`config.mk`:
```
export PLATFORM = sky130hd
export DESIGN_NAME = umsag_top
export DESIGN_NICKNAME = d
export VERILOG_FILES = /design/src/inc/umsag_pkg.sv /design/src/design/umsag_top.sv
export VERILOG_INCLUDE_DIRS = /design/src /design/src/inc
export SDC_FILE = /design/constraint.sdc
export NUM_CORES = 1
export LEC_CHECK = 0
export BUFFER_PORTS_ARGS = -buffer_cell sky130_fd_sc_hd__buf_2
export CORE_MARGIN = 5
export CORE_UTILIZATION = 53
export CTS_CLUSTER_SIZE = 12
export DETAILED_ROUTE_END_ITERATION = 16
export PLACE_DENSITY = 0.86
export SLEW_MARGIN = 10
export SYNTH_ARGS = -nofsm -noshare
export SYNTH_HDL_FRONTEND = slang
export SYNTH_SLANG_ARGS = --single-unit
```
`constraint.sdc`:
```
create_clock -name i_core_clk -period 8.65 [get_ports i_core_clk]
set_clock_uncertainty 0.2 [all_clocks]
set_input_delay 0.865 -clock i_core_clk [delete_from_list [all_inputs] [get_ports i_core_clk]]
set_output_delay 0.865 -clock i_core_clk [all_outputs]
set_load 0.05 [all_outputs]
```
`src/inc/umsag_params.svh`:
```
// Offsets, field positions, reset values and timing counts of the modem status and activity gate
`ifndef UMSAG_PARAMS_SVH
`define UMSAG_PARAMS_SVH

// ****************************************************************
// Register indices and byte addresses
// ****************************************************************
`define UMSAG_MLS_IDX        32'h0c000016
`define UMSAG_SCR_IDX        32'h0c000017
`define UMSAG_RST_IDX        32'h0c000019
`define UMSAG_MSK_IDX        32'h0c00001c
`define UMSAG_TMO_IDX        32'h0c00001e
`define UMSAG_BYTE_ADDR(idx) ((idx) << 2)

// ****************************************************************
// Field positions
// ****************************************************************
`define UMSAG_LEVEL_MSB      7
`define UMSAG_LEVEL_LSB      4
`define UMSAG_CHANGE_MSB     3
`define UMSAG_CHANGE_LSB     0
`define UMSAG_RST_BIT        0
`define UMSAG_MSK_RXD        5
`define UMSAG_MSK_RTS        4
`define UMSAG_MSK_DCD        3
`define UMSAG_MSK_DTR        2
`define UMSAG_MSK_RSVD       1
`define UMSAG_MSK_TXW        0
`define UMSAG_MSK_WRITABLE   8'h3d

// ****************************************************************
// Reset values
// ****************************************************************
`define UMSAG_RST_RESET      8'h00
`define UMSAG_MSK_RESET      8'h00
`define UMSAG_TMO_RESET      8'h00
`define UMSAG_SCR_RESET      8'h00

// ****************************************************************
// Timing
// ****************************************************************
`define UMSAG_CLK_PERIOD_PS  40000
`define UMSAG_TICK_PS        30500000
`define UMSAG_TICK_CYCLES    (`UMSAG_TICK_PS / `UMSAG_CLK_PERIOD_PS)

`endif

```
`src/inc/umsag_pkg.sv`:
```
// Types shared by the modem status and activity gate
package umsag_pkg;
    typedef logic [1:0] umsag_resp_type;
    localparam umsag_resp_type UMSAG_RESP_OKAY   = 2'h0;
    localparam umsag_resp_type UMSAG_RESP_SLVERR = 2'h2;
    typedef enum logic {UMSAG_CLK_RUN, UMSAG_CLK_STOP} umsag_clk_state_type;
endpackage

```
`src/design/umsag_top.sv`:
```
// Modem status, scratch, soft reset and activity clock gate behind an AXI4-Lite slave
`timescale 1ns/1ps
`include "umsag_params.svh"

// Overview of operation
// - Status bits 7:4 show inverted input levels
// - Status bits 3:0 latch input level changes
// - Status read clears change flags that were set
// - Scratch byte is free, steers nothing
// - Reset bit forces unit reset, resets zero
// - Reserved reset and mask bits read zero
// - Mask bits per activity source, 1 masks
// - Masked sources never reach activity timer
// - Timeout is units of 30.5 us, zero disables
// - Any edge on the RXD, RTS, DCD or DTR line is activity
// - Transmit buffer writes also count as activity
// - Unmasked activity restarts the idle count
// - Full idle timeout stops serial core clock
// - Activity restores the stopped core clock
module umsag_top #(
    parameter int TICK_CYCLES = `UMSAG_TICK_CYCLES
) (
    input  wire logic                      i_core_clk,
    input  wire logic                      i_rstn,
    input  wire logic [31:0]               i_s_axi_awaddr,
    input  wire logic                      i_s_axi_awvalid,
    output logic                           o_s_axi_awready,
    input  wire logic [31:0]               i_s_axi_wdata,
    input  wire logic [3:0]                i_s_axi_wstrb,
    input  wire logic                      i_s_axi_wvalid,
    output logic                           o_s_axi_wready,
    output umsag_pkg::umsag_resp_type      o_s_axi_bresp,
    output logic                           o_s_axi_bvalid,
    input  wire logic                      i_s_axi_bready,
    input  wire logic [31:0]               i_s_axi_araddr,
    input  wire logic                      i_s_axi_arvalid,
    output logic                           o_s_axi_arready,
    output logic [31:0]                    o_s_axi_rdata,
    output umsag_pkg::umsag_resp_type      o_s_axi_rresp,
    output logic                           o_s_axi_rvalid,
    input  wire logic                      i_s_axi_rready,
    input  wire logic                      i_carrier_detect_in_n,
    input  wire logic                      i_ring_indicate_in_n,
    input  wire logic                      i_data_set_ready_in_n,
    input  wire logic                      i_clear_to_send_in_n,
    input  wire logic                      i_serial_receive_in,
    input  wire logic                      i_request_to_send_line_n,
    input  wire logic                      i_terminal_ready_line_n,
    input  wire logic                      i_tx_buf_write,
    output logic                           o_serial_core_clock_en,
    output logic                           o_force_unit_reset
);
    import umsag_pkg::*;

    // ****************************************************************
    // Declarations
    // ****************************************************************
    logic [3:0]          modem_now_reg;
    logic [3:0]          modem_prev_reg;
    logic [3:0]          modem_change;
    logic [3:0]          change_flags_reg;
    logic [3:0]          watch_now_reg;
    logic [3:0]          watch_prev_reg;
    logic [3:0]          watch_edge;
    logic                tx_write_reg;
    logic [7:0]          scratch_value_reg;
    logic [7:0]          unit_soft_reset_reg;
    logic [7:0]          activity_source_mask_reg;
    logic [7:0]          idle_timeout_units_reg;
    logic [7:0]          idle_count_reg;
    logic [7:0]          idle_count_next;
    logic [15:0]         tick_div_reg;
    logic                tick;
    logic                activity;
    umsag_clk_state_type clk_state_reg;
    logic                wr_fire;
    logic                rd_fire;
    logic                wr_take;
    logic                rd_take;
    logic                mls_read;
    logic [31:0]         rd_value;
    logic                rd_hit;
    logic                wr_hit;
    logic [7:0]          wbyte;

    localparam logic [31:0] MLS_ADDR = `UMSAG_BYTE_ADDR(`UMSAG_MLS_IDX);
    localparam logic [31:0] SCR_ADDR = `UMSAG_BYTE_ADDR(`UMSAG_SCR_IDX);
    localparam logic [31:0] RST_ADDR = `UMSAG_BYTE_ADDR(`UMSAG_RST_IDX);
    localparam logic [31:0] MSK_ADDR = `UMSAG_BYTE_ADDR(`UMSAG_MSK_IDX);
    localparam logic [31:0] TMO_ADDR = `UMSAG_BYTE_ADDR(`UMSAG_TMO_IDX);

    // ****************************************************************
    // Bus handshakes
    // ****************************************************************
    // Ready pulses first; response only follows both handshakes
    assign wr_fire  = i_s_axi_awvalid && i_s_axi_wvalid && !o_s_axi_awready && !o_s_axi_bvalid;
    assign wr_take  = o_s_axi_awready && i_s_axi_awvalid && o_s_axi_wready && i_s_axi_wvalid;
    assign rd_fire  = i_s_axi_arvalid && !o_s_axi_arready && !o_s_axi_rvalid;
    assign rd_take  = o_s_axi_arready && i_s_axi_arvalid;
    assign mls_read = rd_take && (i_s_axi_araddr == MLS_ADDR);
    assign wbyte    = i_s_axi_wdata[7:0];
    assign wr_hit   = (i_s_axi_awaddr == SCR_ADDR) || (i_s_axi_awaddr == RST_ADDR)
                   || (i_s_axi_awaddr == MSK_ADDR) || (i_s_axi_awaddr == TMO_ADDR)
                   || (i_s_axi_awaddr == MLS_ADDR);

    always_ff @(posedge i_core_clk) begin
        if (!i_rstn) begin
            o_s_axi_awready <= 1'b0;
            o_s_axi_wready  <= 1'b0;
            o_s_axi_bvalid  <= 1'b0;
            o_s_axi_bresp   <= UMSAG_RESP_OKAY;
        end else begin
            o_s_axi_awready <= wr_fire;
            o_s_axi_wready  <= wr_fire;
            if (wr_take) begin
                o_s_axi_bvalid <= 1'b1;
                o_s_axi_bresp  <= wr_hit ? UMSAG_RESP_OKAY : UMSAG_RESP_SLVERR;
            end else if (i_s_axi_bready) begin
                o_s_axi_bvalid <= 1'b0;
            end
        end
    end

    // ****************************************************************
    // Read mux
    // ****************************************************************
    always_comb begin
        rd_value = 32'h0;
        rd_hit   = 1'b1;
        case (i_s_axi_araddr)
            MLS_ADDR: rd_value[7:0] = {~modem_now_reg, change_flags_reg};
            SCR_ADDR: rd_value[7:0] = scratch_value_reg;
            RST_ADDR: rd_value[7:0] = unit_soft_reset_reg;
            MSK_ADDR: rd_value[7:0] = activity_source_mask_reg;
            TMO_ADDR: rd_value[7:0] = idle_timeout_units_reg;
            default:  rd_hit        = 1'b0;
        endcase
    end

    always_ff @(posedge i_core_clk) begin
        if (!i_rstn) begin
            o_s_axi_arready <= 1'b0;
            o_s_axi_rvalid  <= 1'b0;
            o_s_axi_rdata   <= 32'h0;
            o_s_axi_rresp   <= UMSAG_RESP_OKAY;
        end else begin
            o_s_axi_arready <= rd_fire;
            if (rd_take) begin
                o_s_axi_rvalid <= 1'b1;
                o_s_axi_rdata  <= rd_value;
                o_s_axi_rresp  <= rd_hit ? UMSAG_RESP_OKAY : UMSAG_RESP_SLVERR;
            end else if (i_s_axi_rready) begin
                o_s_axi_rvalid <= 1'b0;
            end
        end
    end

    // ****************************************************************
    // Software registers
    // ****************************************************************
    // Scratch steers nothing; it only stores
    always_ff @(posedge i_core_clk) begin
        if (!i_rstn) begin
            scratch_value_reg <= `UMSAG_SCR_RESET;
        end else if (wr_take && i_s_axi_wstrb[0] && i_s_axi_awaddr == SCR_ADDR) begin
            scratch_value_reg <= wbyte;
        end
    end

    always_ff @(posedge i_core_clk) begin
        if (!i_rstn) begin
            unit_soft_reset_reg    <= `UMSAG_RST_RESET;
            o_force_unit_reset     <= 1'b0;
        end else if (wr_take && i_s_axi_wstrb[0] && i_s_axi_awaddr == RST_ADDR) begin
            unit_soft_reset_reg    <= {7'h0, wbyte[`UMSAG_RST_BIT]};
            o_force_unit_reset     <= wbyte[`UMSAG_RST_BIT];
        end
    end

    always_ff @(posedge i_core_clk) begin
        if (!i_rstn) begin
            activity_source_mask_reg <= `UMSAG_MSK_RESET;
            idle_timeout_units_reg   <= `UMSAG_TMO_RESET;
        end else if (wr_take && i_s_axi_wstrb[0]) begin
            if (i_s_axi_awaddr == MSK_ADDR) begin
                // Bit 1 dropped even if software breaks its zero-write duty
                activity_source_mask_reg <= wbyte & `UMSAG_MSK_WRITABLE;
            end
            if (i_s_axi_awaddr == TMO_ADDR) begin
                idle_timeout_units_reg <= wbyte;
            end
        end
    end

    // ****************************************************************
    // Modem status
    // ****************************************************************
    // Core clock never stops here, so edges during a gated period are kept
    always_ff @(posedge i_core_clk) begin
        if (!i_rstn) begin
            modem_now_reg  <= 4'hf;
            modem_prev_reg <= 4'hf;
            watch_now_reg  <= 4'hf;
            watch_prev_reg <= 4'hf;
            tx_write_reg   <= 1'b0;
        end else begin
            modem_now_reg  <= {i_carrier_detect_in_n, i_ring_indicate_in_n,
                               i_data_set_ready_in_n, i_clear_to_send_in_n};
            modem_prev_reg <= modem_now_reg;
            watch_now_reg  <= {i_serial_receive_in, i_request_to_send_line_n,
                               i_carrier_detect_in_n, i_terminal_ready_line_n};
            watch_prev_reg <= watch_now_reg;
            tx_write_reg   <= i_tx_buf_write;
        end
    end

    assign modem_change = modem_now_reg ^ modem_prev_reg;
    assign watch_edge   = watch_now_reg ^ watch_prev_reg;

    // Set wins over the read clear in the same cycle
    always_ff @(posedge i_core_clk) begin
        if (!i_rstn) begin
            change_flags_reg <= 4'h0;
        end else begin
            change_flags_reg <= (change_flags_reg & ~{4{mls_read}}) | modem_change;
        end
    end

    // ****************************************************************
    // Activity timer and clock gate
    // ****************************************************************
    assign activity = (watch_edge[3] && !activity_source_mask_reg[`UMSAG_MSK_RXD])
                   || (watch_edge[2] && !activity_source_mask_reg[`UMSAG_MSK_RTS])
                   || (watch_edge[1] && !activity_source_mask_reg[`UMSAG_MSK_DCD])
                   || (watch_edge[0] && !activity_source_mask_reg[`UMSAG_MSK_DTR])
                   || (tx_write_reg && !activity_source_mask_reg[`UMSAG_MSK_TXW]);

    assign tick = (tick_div_reg == 16'(TICK_CYCLES - 1));

    // Divider restarts with activity so a period is exactly N ticks
    always_ff @(posedge i_core_clk) begin
        if (!i_rstn || activity || tick) begin
            tick_div_reg <= 16'h0;
        end else begin
            tick_div_reg <= tick_div_reg + 16'h1;
        end
    end

    always_comb begin
        idle_count_next = idle_count_reg;
        if (activity) begin
            idle_count_next = 8'h0;
        end else if (tick && idle_count_reg < idle_timeout_units_reg) begin
            idle_count_next = idle_count_reg + 8'h1;
        end
    end

    always_ff @(posedge i_core_clk) begin
        if (!i_rstn) begin
            idle_count_reg <= 8'h0;
        end else begin
            idle_count_reg <= idle_count_next;
        end
    end

    always_ff @(posedge i_core_clk) begin
        if (!i_rstn) begin
            clk_state_reg          <= UMSAG_CLK_RUN;
            o_serial_core_clock_en <= 1'b1;
        end else begin
            case (clk_state_reg)
                UMSAG_CLK_RUN: begin
                    if (!activity && idle_timeout_units_reg != 8'h0
                        && idle_count_next >= idle_timeout_units_reg) begin
                        clk_state_reg          <= UMSAG_CLK_STOP;
                        o_serial_core_clock_en <= 1'b0;
                    end
                end
                UMSAG_CLK_STOP: begin
                    if (activity || idle_timeout_units_reg == 8'h0) begin
                        clk_state_reg          <= UMSAG_CLK_RUN;
                        o_serial_core_clock_en <= 1'b1;
                    end
                end
                default: begin
                    clk_state_reg          <= UMSAG_CLK_RUN;
                    o_serial_core_clock_en <= 1'b1;
                end
            endcase
        end
    end

    // ****************************************************************
    // Assertions
    // ****************************************************************
    a_level_readback: assert property (@(posedge i_core_clk) disable iff (!i_rstn)
        mls_read |=> o_s_axi_rdata[7:4] == ~$past(modem_now_reg))
        else $error("level bits not inverted inputs");
    a_change_sets: assert property (@(posedge i_core_clk) disable iff (!i_rstn)
        (|modem_change) |=> (change_flags_reg & $past(modem_change)) == $past(modem_change))
        else $error("change flag not set");
    a_read_clears: assert property (@(posedge i_core_clk) disable iff (!i_rstn)
        (mls_read && modem_change == 4'h0) |=> change_flags_reg == 4'h0)
        else $error("read did not clear flags");
    a_scratch_stable: assert property (@(posedge i_core_clk) disable iff (!i_rstn)
        !(wr_take && i_s_axi_awaddr == SCR_ADDR) |=> $stable(scratch_value_reg))
        else $error("scratch changed without write");
    a_reset_follows: assert property (@(posedge i_core_clk) disable iff (!i_rstn)
        (wr_take && i_s_axi_wstrb[0] && i_s_axi_awaddr == RST_ADDR)
        |=> o_force_unit_reset == $past(i_s_axi_wdata[0]))
        else $error("forced reset not following write");
    a_reserved_zero: assert property (@(posedge i_core_clk) disable iff (!i_rstn)
        unit_soft_reset_reg[7:1] == 7'h0 && activity_source_mask_reg[7:6] == 2'h0)
        else $error("reserved bits not zero");
    a_mask_bit1_zero: assert property (@(posedge i_core_clk) disable iff (!i_rstn)
        !activity_source_mask_reg[`UMSAG_MSK_RSVD])
        else $error("mask bit 1 not zero");
    a_masked_quiet: assert property (@(posedge i_core_clk) disable iff (!i_rstn)
        (tx_write_reg && activity_source_mask_reg[`UMSAG_MSK_TXW] && watch_edge == 4'h0)
        |-> !activity)
        else $error("masked write reported");
    a_wake_restart: assert property (@(posedge i_core_clk) disable iff (!i_rstn)
        activity |=> o_serial_core_clock_en && idle_count_reg == 8'h0 && tick_div_reg == 16'h0)
        else $error("activity did not restart");
    a_timeout_stop: assert property (@(posedge i_core_clk) disable iff (!i_rstn)
        (idle_timeout_units_reg != 8'h0 && idle_count_reg >= idle_timeout_units_reg
         && !activity) |=> !o_serial_core_clock_en)
        else $error("clock not stopped after timeout");
    a_disabled_runs: assert property (@(posedge i_core_clk) disable iff (!i_rstn)
        idle_timeout_units_reg == 8'h0 |=> o_serial_core_clock_en)
        else $error("clock stopped while timer disabled");
    a_stop_holds: assert property (@(posedge i_core_clk) disable iff (!i_rstn)
        (!o_serial_core_clock_en && !activity && idle_timeout_units_reg != 8'h0)
        |=> !o_serial_core_clock_en)
        else $error("clock restarted without activity");
endmodule

```
==> Yosys cells after proc, flatten, opt, wreduce, memory -nomap -nowiden <==
Index checks and enable logic that the tools add are counted.
{ "classes": {"addsub": 2, "n_lt_le_gt_ge": 2, "n_eq_ne": 13, "mux": 16, "bitwise": 7, "reduce_logical": 51} }
{ "op_table": {"columns": ["op", "n"], "rows": [
  ["== test 32 x 30 -> 1 bit (second input constant)", 10],
  ["one-hot mux 8 bit (5 select lines)", 1],
  ["logical AND 1 bit", 21],
  ["adder 16 x 1 -> 16 bit (second input constant)", 1],
  ["== test 16 x 10 -> 1 bit (second input constant)", 1],
  ["2-to-1 mux 8 bit", 2],
  ["logical NOT 1 bit", 11],
  ["logical OR 1 bit", 11],
  ["2-to-1 mux 1 bit", 9],
  ["adder 8 x 1 -> 8 bit (second input constant)", 1],
  ["greater-or-equal comparator 8 bit", 1],
  ["logical NOT 8 bit", 1],
  ["less-than comparator 8 bit", 1],
  ["NOT 4 bit", 2],
  ["nonzero test 8 bit", 1],
  ["bitwise XOR 4 bit", 2],
  ["AND reduction 2 bit", 3],
  ["OR reduction 5 bit", 1],
  ["AND 4 bit", 1],
  ["2-to-1 mux 2 bit", 2],
  ["OR 4 bit", 1],
  ["one-hot mux 1 bit (2 select lines)", 2],
  ["nonzero test 2 bit", 2],
  ["!= test 2 x 1 -> 1 bit (second input constant)", 1],
  ["2 further kinds", 2]
]} }
{ "totals": {"ff_bits": 85, "inputBits": 115, "output_inout_bits": 43, "word_cells": 112} }

==> Depth between registers and ports, before layout <==
{ "depth": {"word_depth": 11, "ltp_mapped": 14, "mapped_depth_nobuf": 13} }

==> Worst setup path before layout <==
No wires, ideal clock.
{ "synth_timing": {"path_kind": "reg2reg", "start": "reg idle_timeout_units_reg[5]", "end": "reg clk_state_reg", "setup_time_ns": 0.116, "arrival_ns": 2.986, "t_required_ns": 8.334, "path_slack_ns": 5.347, "path_stages_with_launch": 15, "n_path_buf": 1, "synth_period_minus_slack_ns": 3.303, "path_cell_list": "dfxtp_1 inv_1 ha_1 a211oi_1 nor2_1 or3_4 buf_6 o21a_1 o21ai_0 ha_1 nand2b_1 a2111o_1 a31oi_1 o21ai_0 o211a_1"} }
{ "synth_via": {"elab_chain_len": 8, "elab_cells_between_ends": 13, "cone_classes": "2 x order compare; 5 x mux; 6 x reduce/logical"} }
{ "synth_lines": {"columns": ["element", "line", "rtl"], "rows": [
  ["start, declared", "umsag_top.sv:69", "logic [7:0] idle_timeout_units_reg;"],
  ["start signal, assigned", "umsag_top.sv:183", "idle_timeout_units_reg <= `UMSAG_TMO_RESET;"],
  ["start signal, assigned", "umsag_top.sv:190", "idle_timeout_units_reg <= wbyte;"],
  ["less-than comparator 8 bit", "umsag_top.sv:253", "end else if (tick && idle_count_reg < idle_timeout_units_reg) begin"],
  ["logical AND 1 bit", "umsag_top.sv:253", null],
  ["2-to-1 mux 8 bit", "umsag_top.sv:253", null],
  ["2-to-1 mux 8 bit", "umsag_top.sv:251", "if (activity) begin"],
  ["greater-or-equal comparator 8 bit", "umsag_top.sv:274", "&& idle_count_next >= idle_timeout_units_reg) begin"],
  ["logical AND 1 bit", "umsag_top.sv:274", null],
  ["2-to-1 mux 1 bit", "umsag_top.sv:273", "if (!activity && idle_timeout_units_reg != 8'h0"],
  ["one-hot mux 1 bit (2 select lines) *", "umsag_top.sv:271", "case (clk_state_reg)"],
  ["end signal, assigned", "umsag_top.sv:268", "clk_state_reg <= UMSAG_CLK_RUN;"],
  ["end signal, assigned", "umsag_top.sv:275", "clk_state_reg <= UMSAG_CLK_STOP;"],
  ["end signal, assigned", "umsag_top.sv:281", "clk_state_reg <= UMSAG_CLK_RUN;"],
  ["end, declared", "umsag_top.sv:75", "umsag_clk_state_type clk_state_reg;"]
]} }
Mark *: on every way between the ends. The rest lies on a longest branch, timed or not.
A chain may end at the register's enable or synchronous reset.

==> Worst setup path in the final report <==
{ "layout_timing": {"start": "reg idle_timeout_units_reg[4]", "end": "reg clk_state_reg"} }
Same word-level chain as after synthesis.

==> impl_metrics.json <==
{
  "p_int_w": 0.000556,
  "synth_area_leaders": "dfxtp_1 38%, mux2i_1 6.6%, ha_1 5.3%",
  "postSynthAreaPerCell_um2": 8.65,
  "largest_reg_flops": 16,
  "grtUsageTotal_pct": 21.0,
  "synth_compound_area_share_pct": 11.4,
  "required_ps": 8710,
  "cts_hold_buf": 0,
  "grt_antenna_before_repair": 0,
  "wirelength_mm": 10.1,
  "hold_viol_final": 0,
  "synth_top_area_share_pct": 38.4,
  "cts_root_buffer": "clkbuf_8",
  "die_w_um": 99.2,
  "slowest_delay_ps": 780,
  "dieArea_mm2": 0.00985,
  "min-delay-start": "o_s_axi_bvalid$_SDFFE_PN0P_",
  "fin_area_mm2": 0.00491,
  "power_frac_clock_pct": 37.7,
  "combPwrFrac_pct": 11.5,
  "ir_drop_mv": 0.0824,
  "p_sw_w": 0.000199,
  "crit_fanout": 15,
  "grt-ovfl-total": 0,
  "status": "finished clean",
  "viasPerCell": 5.41,
  "wl_per_cell_um": 14.6,
  "powerDensity_mw_per_mm2": 154,
  "crit_type": "register to register",
  "clk_pin_slew_ps": 90,
  "cts_made_buffers": 9,
  "cts_setup_buffers": 0,
  "cp.arrival_ps": 3920,
  "grt_pass1_vias": 3891,
  "max_cap_viol_count": 0,
  "area_growth_pct": 16.2,
  "placed_area_mm2": 0.00470,
  "die_h_um": 99.2,
  "p_leak_nw": 1.94,
  "holdPathStages": 1,
  "r2r-start": "idle_timeout_units_reg[4]$_SDFFE_PN0P_",
  "min_to": "o_s_axi_wready$_SDFF_PN0_",
  "hp-class": "register to register",
  "relSlewSlack_pct": 32.2,
  "place_congestion": 0.890,
  "regToRegSetupSlack_ps": 4790,
  "synth_seq_cells": 81,
  "drt_iter0_markers": 223,
  "dominantRegCellSynth": "dfxtp_1",
  "finalCritPeriodShare_pct": 44.6,
  "synth-xor-area-share_pct": 4.36,
  "worst_setup_path_start_kind": "register",
  "drc": 0,
  "synthAdderAreaFrac_pct": 5.33,
  "final_nets": 718,
  "finalPower_w": 0.000754,
  "insertedDiodeCount": 0,
  "place_hpwl_mm": 7.98,
  "grt_pass1_wl_mm": 17.2,
  "clock_path_buffers": 2,
  "path_delay_family": "compound AO/OA/AOI/OAI gates",
  "synthCells": 488,
  "r2r_end": "clk_state_reg$_SDFF_PN0_",
  "yosysWarnings": 0,
  "muxShareOfSynthArea_pct": 6.64,
  "synthesis.area_mm2": 0.00422,
  "row_count": 32,
  "cp-end-kind": "register",
  "start_util_pct": 54.6,
  "drive_above_1_share_pct": 22.2,
  "seq_power_share_pct": 50.8,
  "path_buf_inv": 1,
  "tightest_slew_ps": 1020,
  "tns_ps": 0,
  "port_buffers": 104,
  "synth-simple-area-share_pct": 26.0,
  "seq_area_frac_synth_pct": 38.4,
  "clock_latency_ps": 360,
  "path_depth": 13,
  "grt_max_degree": 52,
  "synth_edf_count": 0,
  "htreeDepth": 3,
  "synthArstFlopShare_pct": 0,
  "synth_top_family_by_area": "simple AND/OR/NAND/NOR gates",
  "cp_slowest_cell": "a21oi_1",
  "switching_share_pct": 26.4,
  "fmax_mhz": 259,
  "synth_top_area_cell": "dfxtp_1",
  "period_needed_ps": 3860,
  "drv_slew": 0,
  "worstRegToRegCells": 13,
  "setup_viol": 0,
  "whs_ps": 237,
  "first_pass_iters": 4,
  "numClockSinks": 81,
  "rsz0062_at_grt": "false",
  "cts_tree": "yes",
  "path_cells": "inv_1 -> ha_1 -> and4_1 -> o21ai_0 -> a21oi_1 -> o21a_1 -> o21ai_0 -> ha_1 -> nand2b_1 -> a2111o_1 -> a31oi_1 -> o21ai_0 -> o211a_1",
  "design.core.area_mm2": 0.00773,
  "cp_common_cell": "o21ai_0",
  "synth_cell_types": 58,
  "cts_resized": 0,
  "num_vias": 3741,
  "io_pins": 158,
  "antenna_left": 0
}
kinds of logic (layout without fill, tap and decap cells):
| family | count (synthesis) | in the layout |
|---|---|---|
| buf+inv | 57 | 134 |
| xor+xnor | 21 | 21 |
| flops | 81 | 81 |
| other cells | 1 | 26 |
| simple gates | 203 | 203 |
| compound gates | 79 | 79 |
| fa+ha+maj | 18 | 18 |
| mux | 28 | 28 |
layer usage:
layer | wire (µm) | vias to the layer above | share of wire, % | GRT usage (%)
met5 | 0 | - | 0 | 0
met2 | 5070 | 130 | 50 | 37.0
met1 | 4240 | 1735 | 42 | 24.6
li1 | - | 1865 | - | -
met3 | 689 | 11 | 6.8 | 5.47
met4 | 117 | 0 | 1.2 | 7.35
cells in the final DEF, fill, tap and decap left out, types with 4 or more instances in the layout:
cell type	count
nor3b_1	4
xor2_1	8
dfxtp_1	81
conb_1	26
nand2_1	56
a22oi_1	4
clkbuf_8	11
or4_1	5
nand2b_1	19
buf_2	104
o31ai_1	8
ha_1	18
and3_1	9
xnor2_1	13
inv_1	13
nor3_1	8
a21oi_1	31
nor4_1	11
nor2_1	39
nand3_1	15
mux2i_1	28
nand4_1	7
o21ai_0	20
nor2b_1	5
worst max path at each step:
stage | start | to | slack (ps)
final | idle_timeout_units_reg[4]$_SDFFE_PN0P_ | clk_state_reg$_SDFF_PN0_ | 4790
after global routing | idle_timeout_units_reg[7]$_SDFFE_PN0P_ | clk_state_reg$_SDFF_PN0_ | 4470
after CTS | idle_timeout_units_reg[5]$_SDFFE_PN0P_ | clk_state_reg$_SDFF_PN0_ | 4830
after detailed placement | idle_timeout_units_reg[5]$_SDFFE_PN0P_ | clk_state_reg$_SDFF_PN0_ | 4790
after global placement | idle_timeout_units_reg[5]$_SDFFE_PN0P_ | clk_state_reg$_SDFF_PN0_ | 4910
after floorplan | idle_timeout_units_reg[5]$_SDFFE_PN0P_ | clk_state_reg$_SDFF_PN0_ | 5350
Yosys cell counts, drive strengths merged, types with 4 or more instances:
| library cell | instances |
|---|---|
| a21oi | 31 |
| a22oi | 4 |
| and3 | 9 |
| buf | 31 |
| clkbuf | 13 |
| dfxtp | 81 |
| ha | 18 |
| inv | 13 |
| mux2i | 28 |
| nand2 | 56 |
| nand2b | 19 |
| nand3 | 15 |
| nand4 | 7 |
| nor2 | 39 |
| nor2b | 5 |
| nor3 | 9 |
| nor3b | 4 |
| nor4 | 12 |
| nor4b | 4 |
| o21ai | 20 |
| o31ai | 8 |
| or4 | 6 |
| xnor2 | 13 |
| xor2 | 8 |
power groups by stage:
stage / sequential (W) / clock [W] / combinational (W)
floorplan: 0.000395 / 0 / 0.0000631
global placement: 0.000392 / 0 / 0.0000835
detailed placement: 0.000392 / 0 / 0.0000855
CTS: 0.000383 / 0.000289 / 0.0000860
global route: 0.000384 / 0.000306 / 0.0000943
finish: 0.000383 / 0.000285 / 0.0000864
cell type report:
type	instances	area [µm²]
clock buffers	12	155
clock inverters	4	51.3
fillers	656	2820
inverters	13	48.8
multi-input cells	375	2370
flip-flops and latches	81	1620
well taps	102	128
repair buffers	105	528
stage by stage:
stage | cells | utilization [%] | worst slack, ps
2_1_floorplan | 513 | - | 5350
3_3_place_gp | 676 | 60.8 | 4910
3_5_place_dp | 676 | 60.8 | 4790
4_1_cts | 692 | 63.5 | 4830
5_1_grt | 692 | 63.5 | 4470
6_report | 692 | 63.5 | 4790
Note: power is estimated with default switching activity, not from simulation.
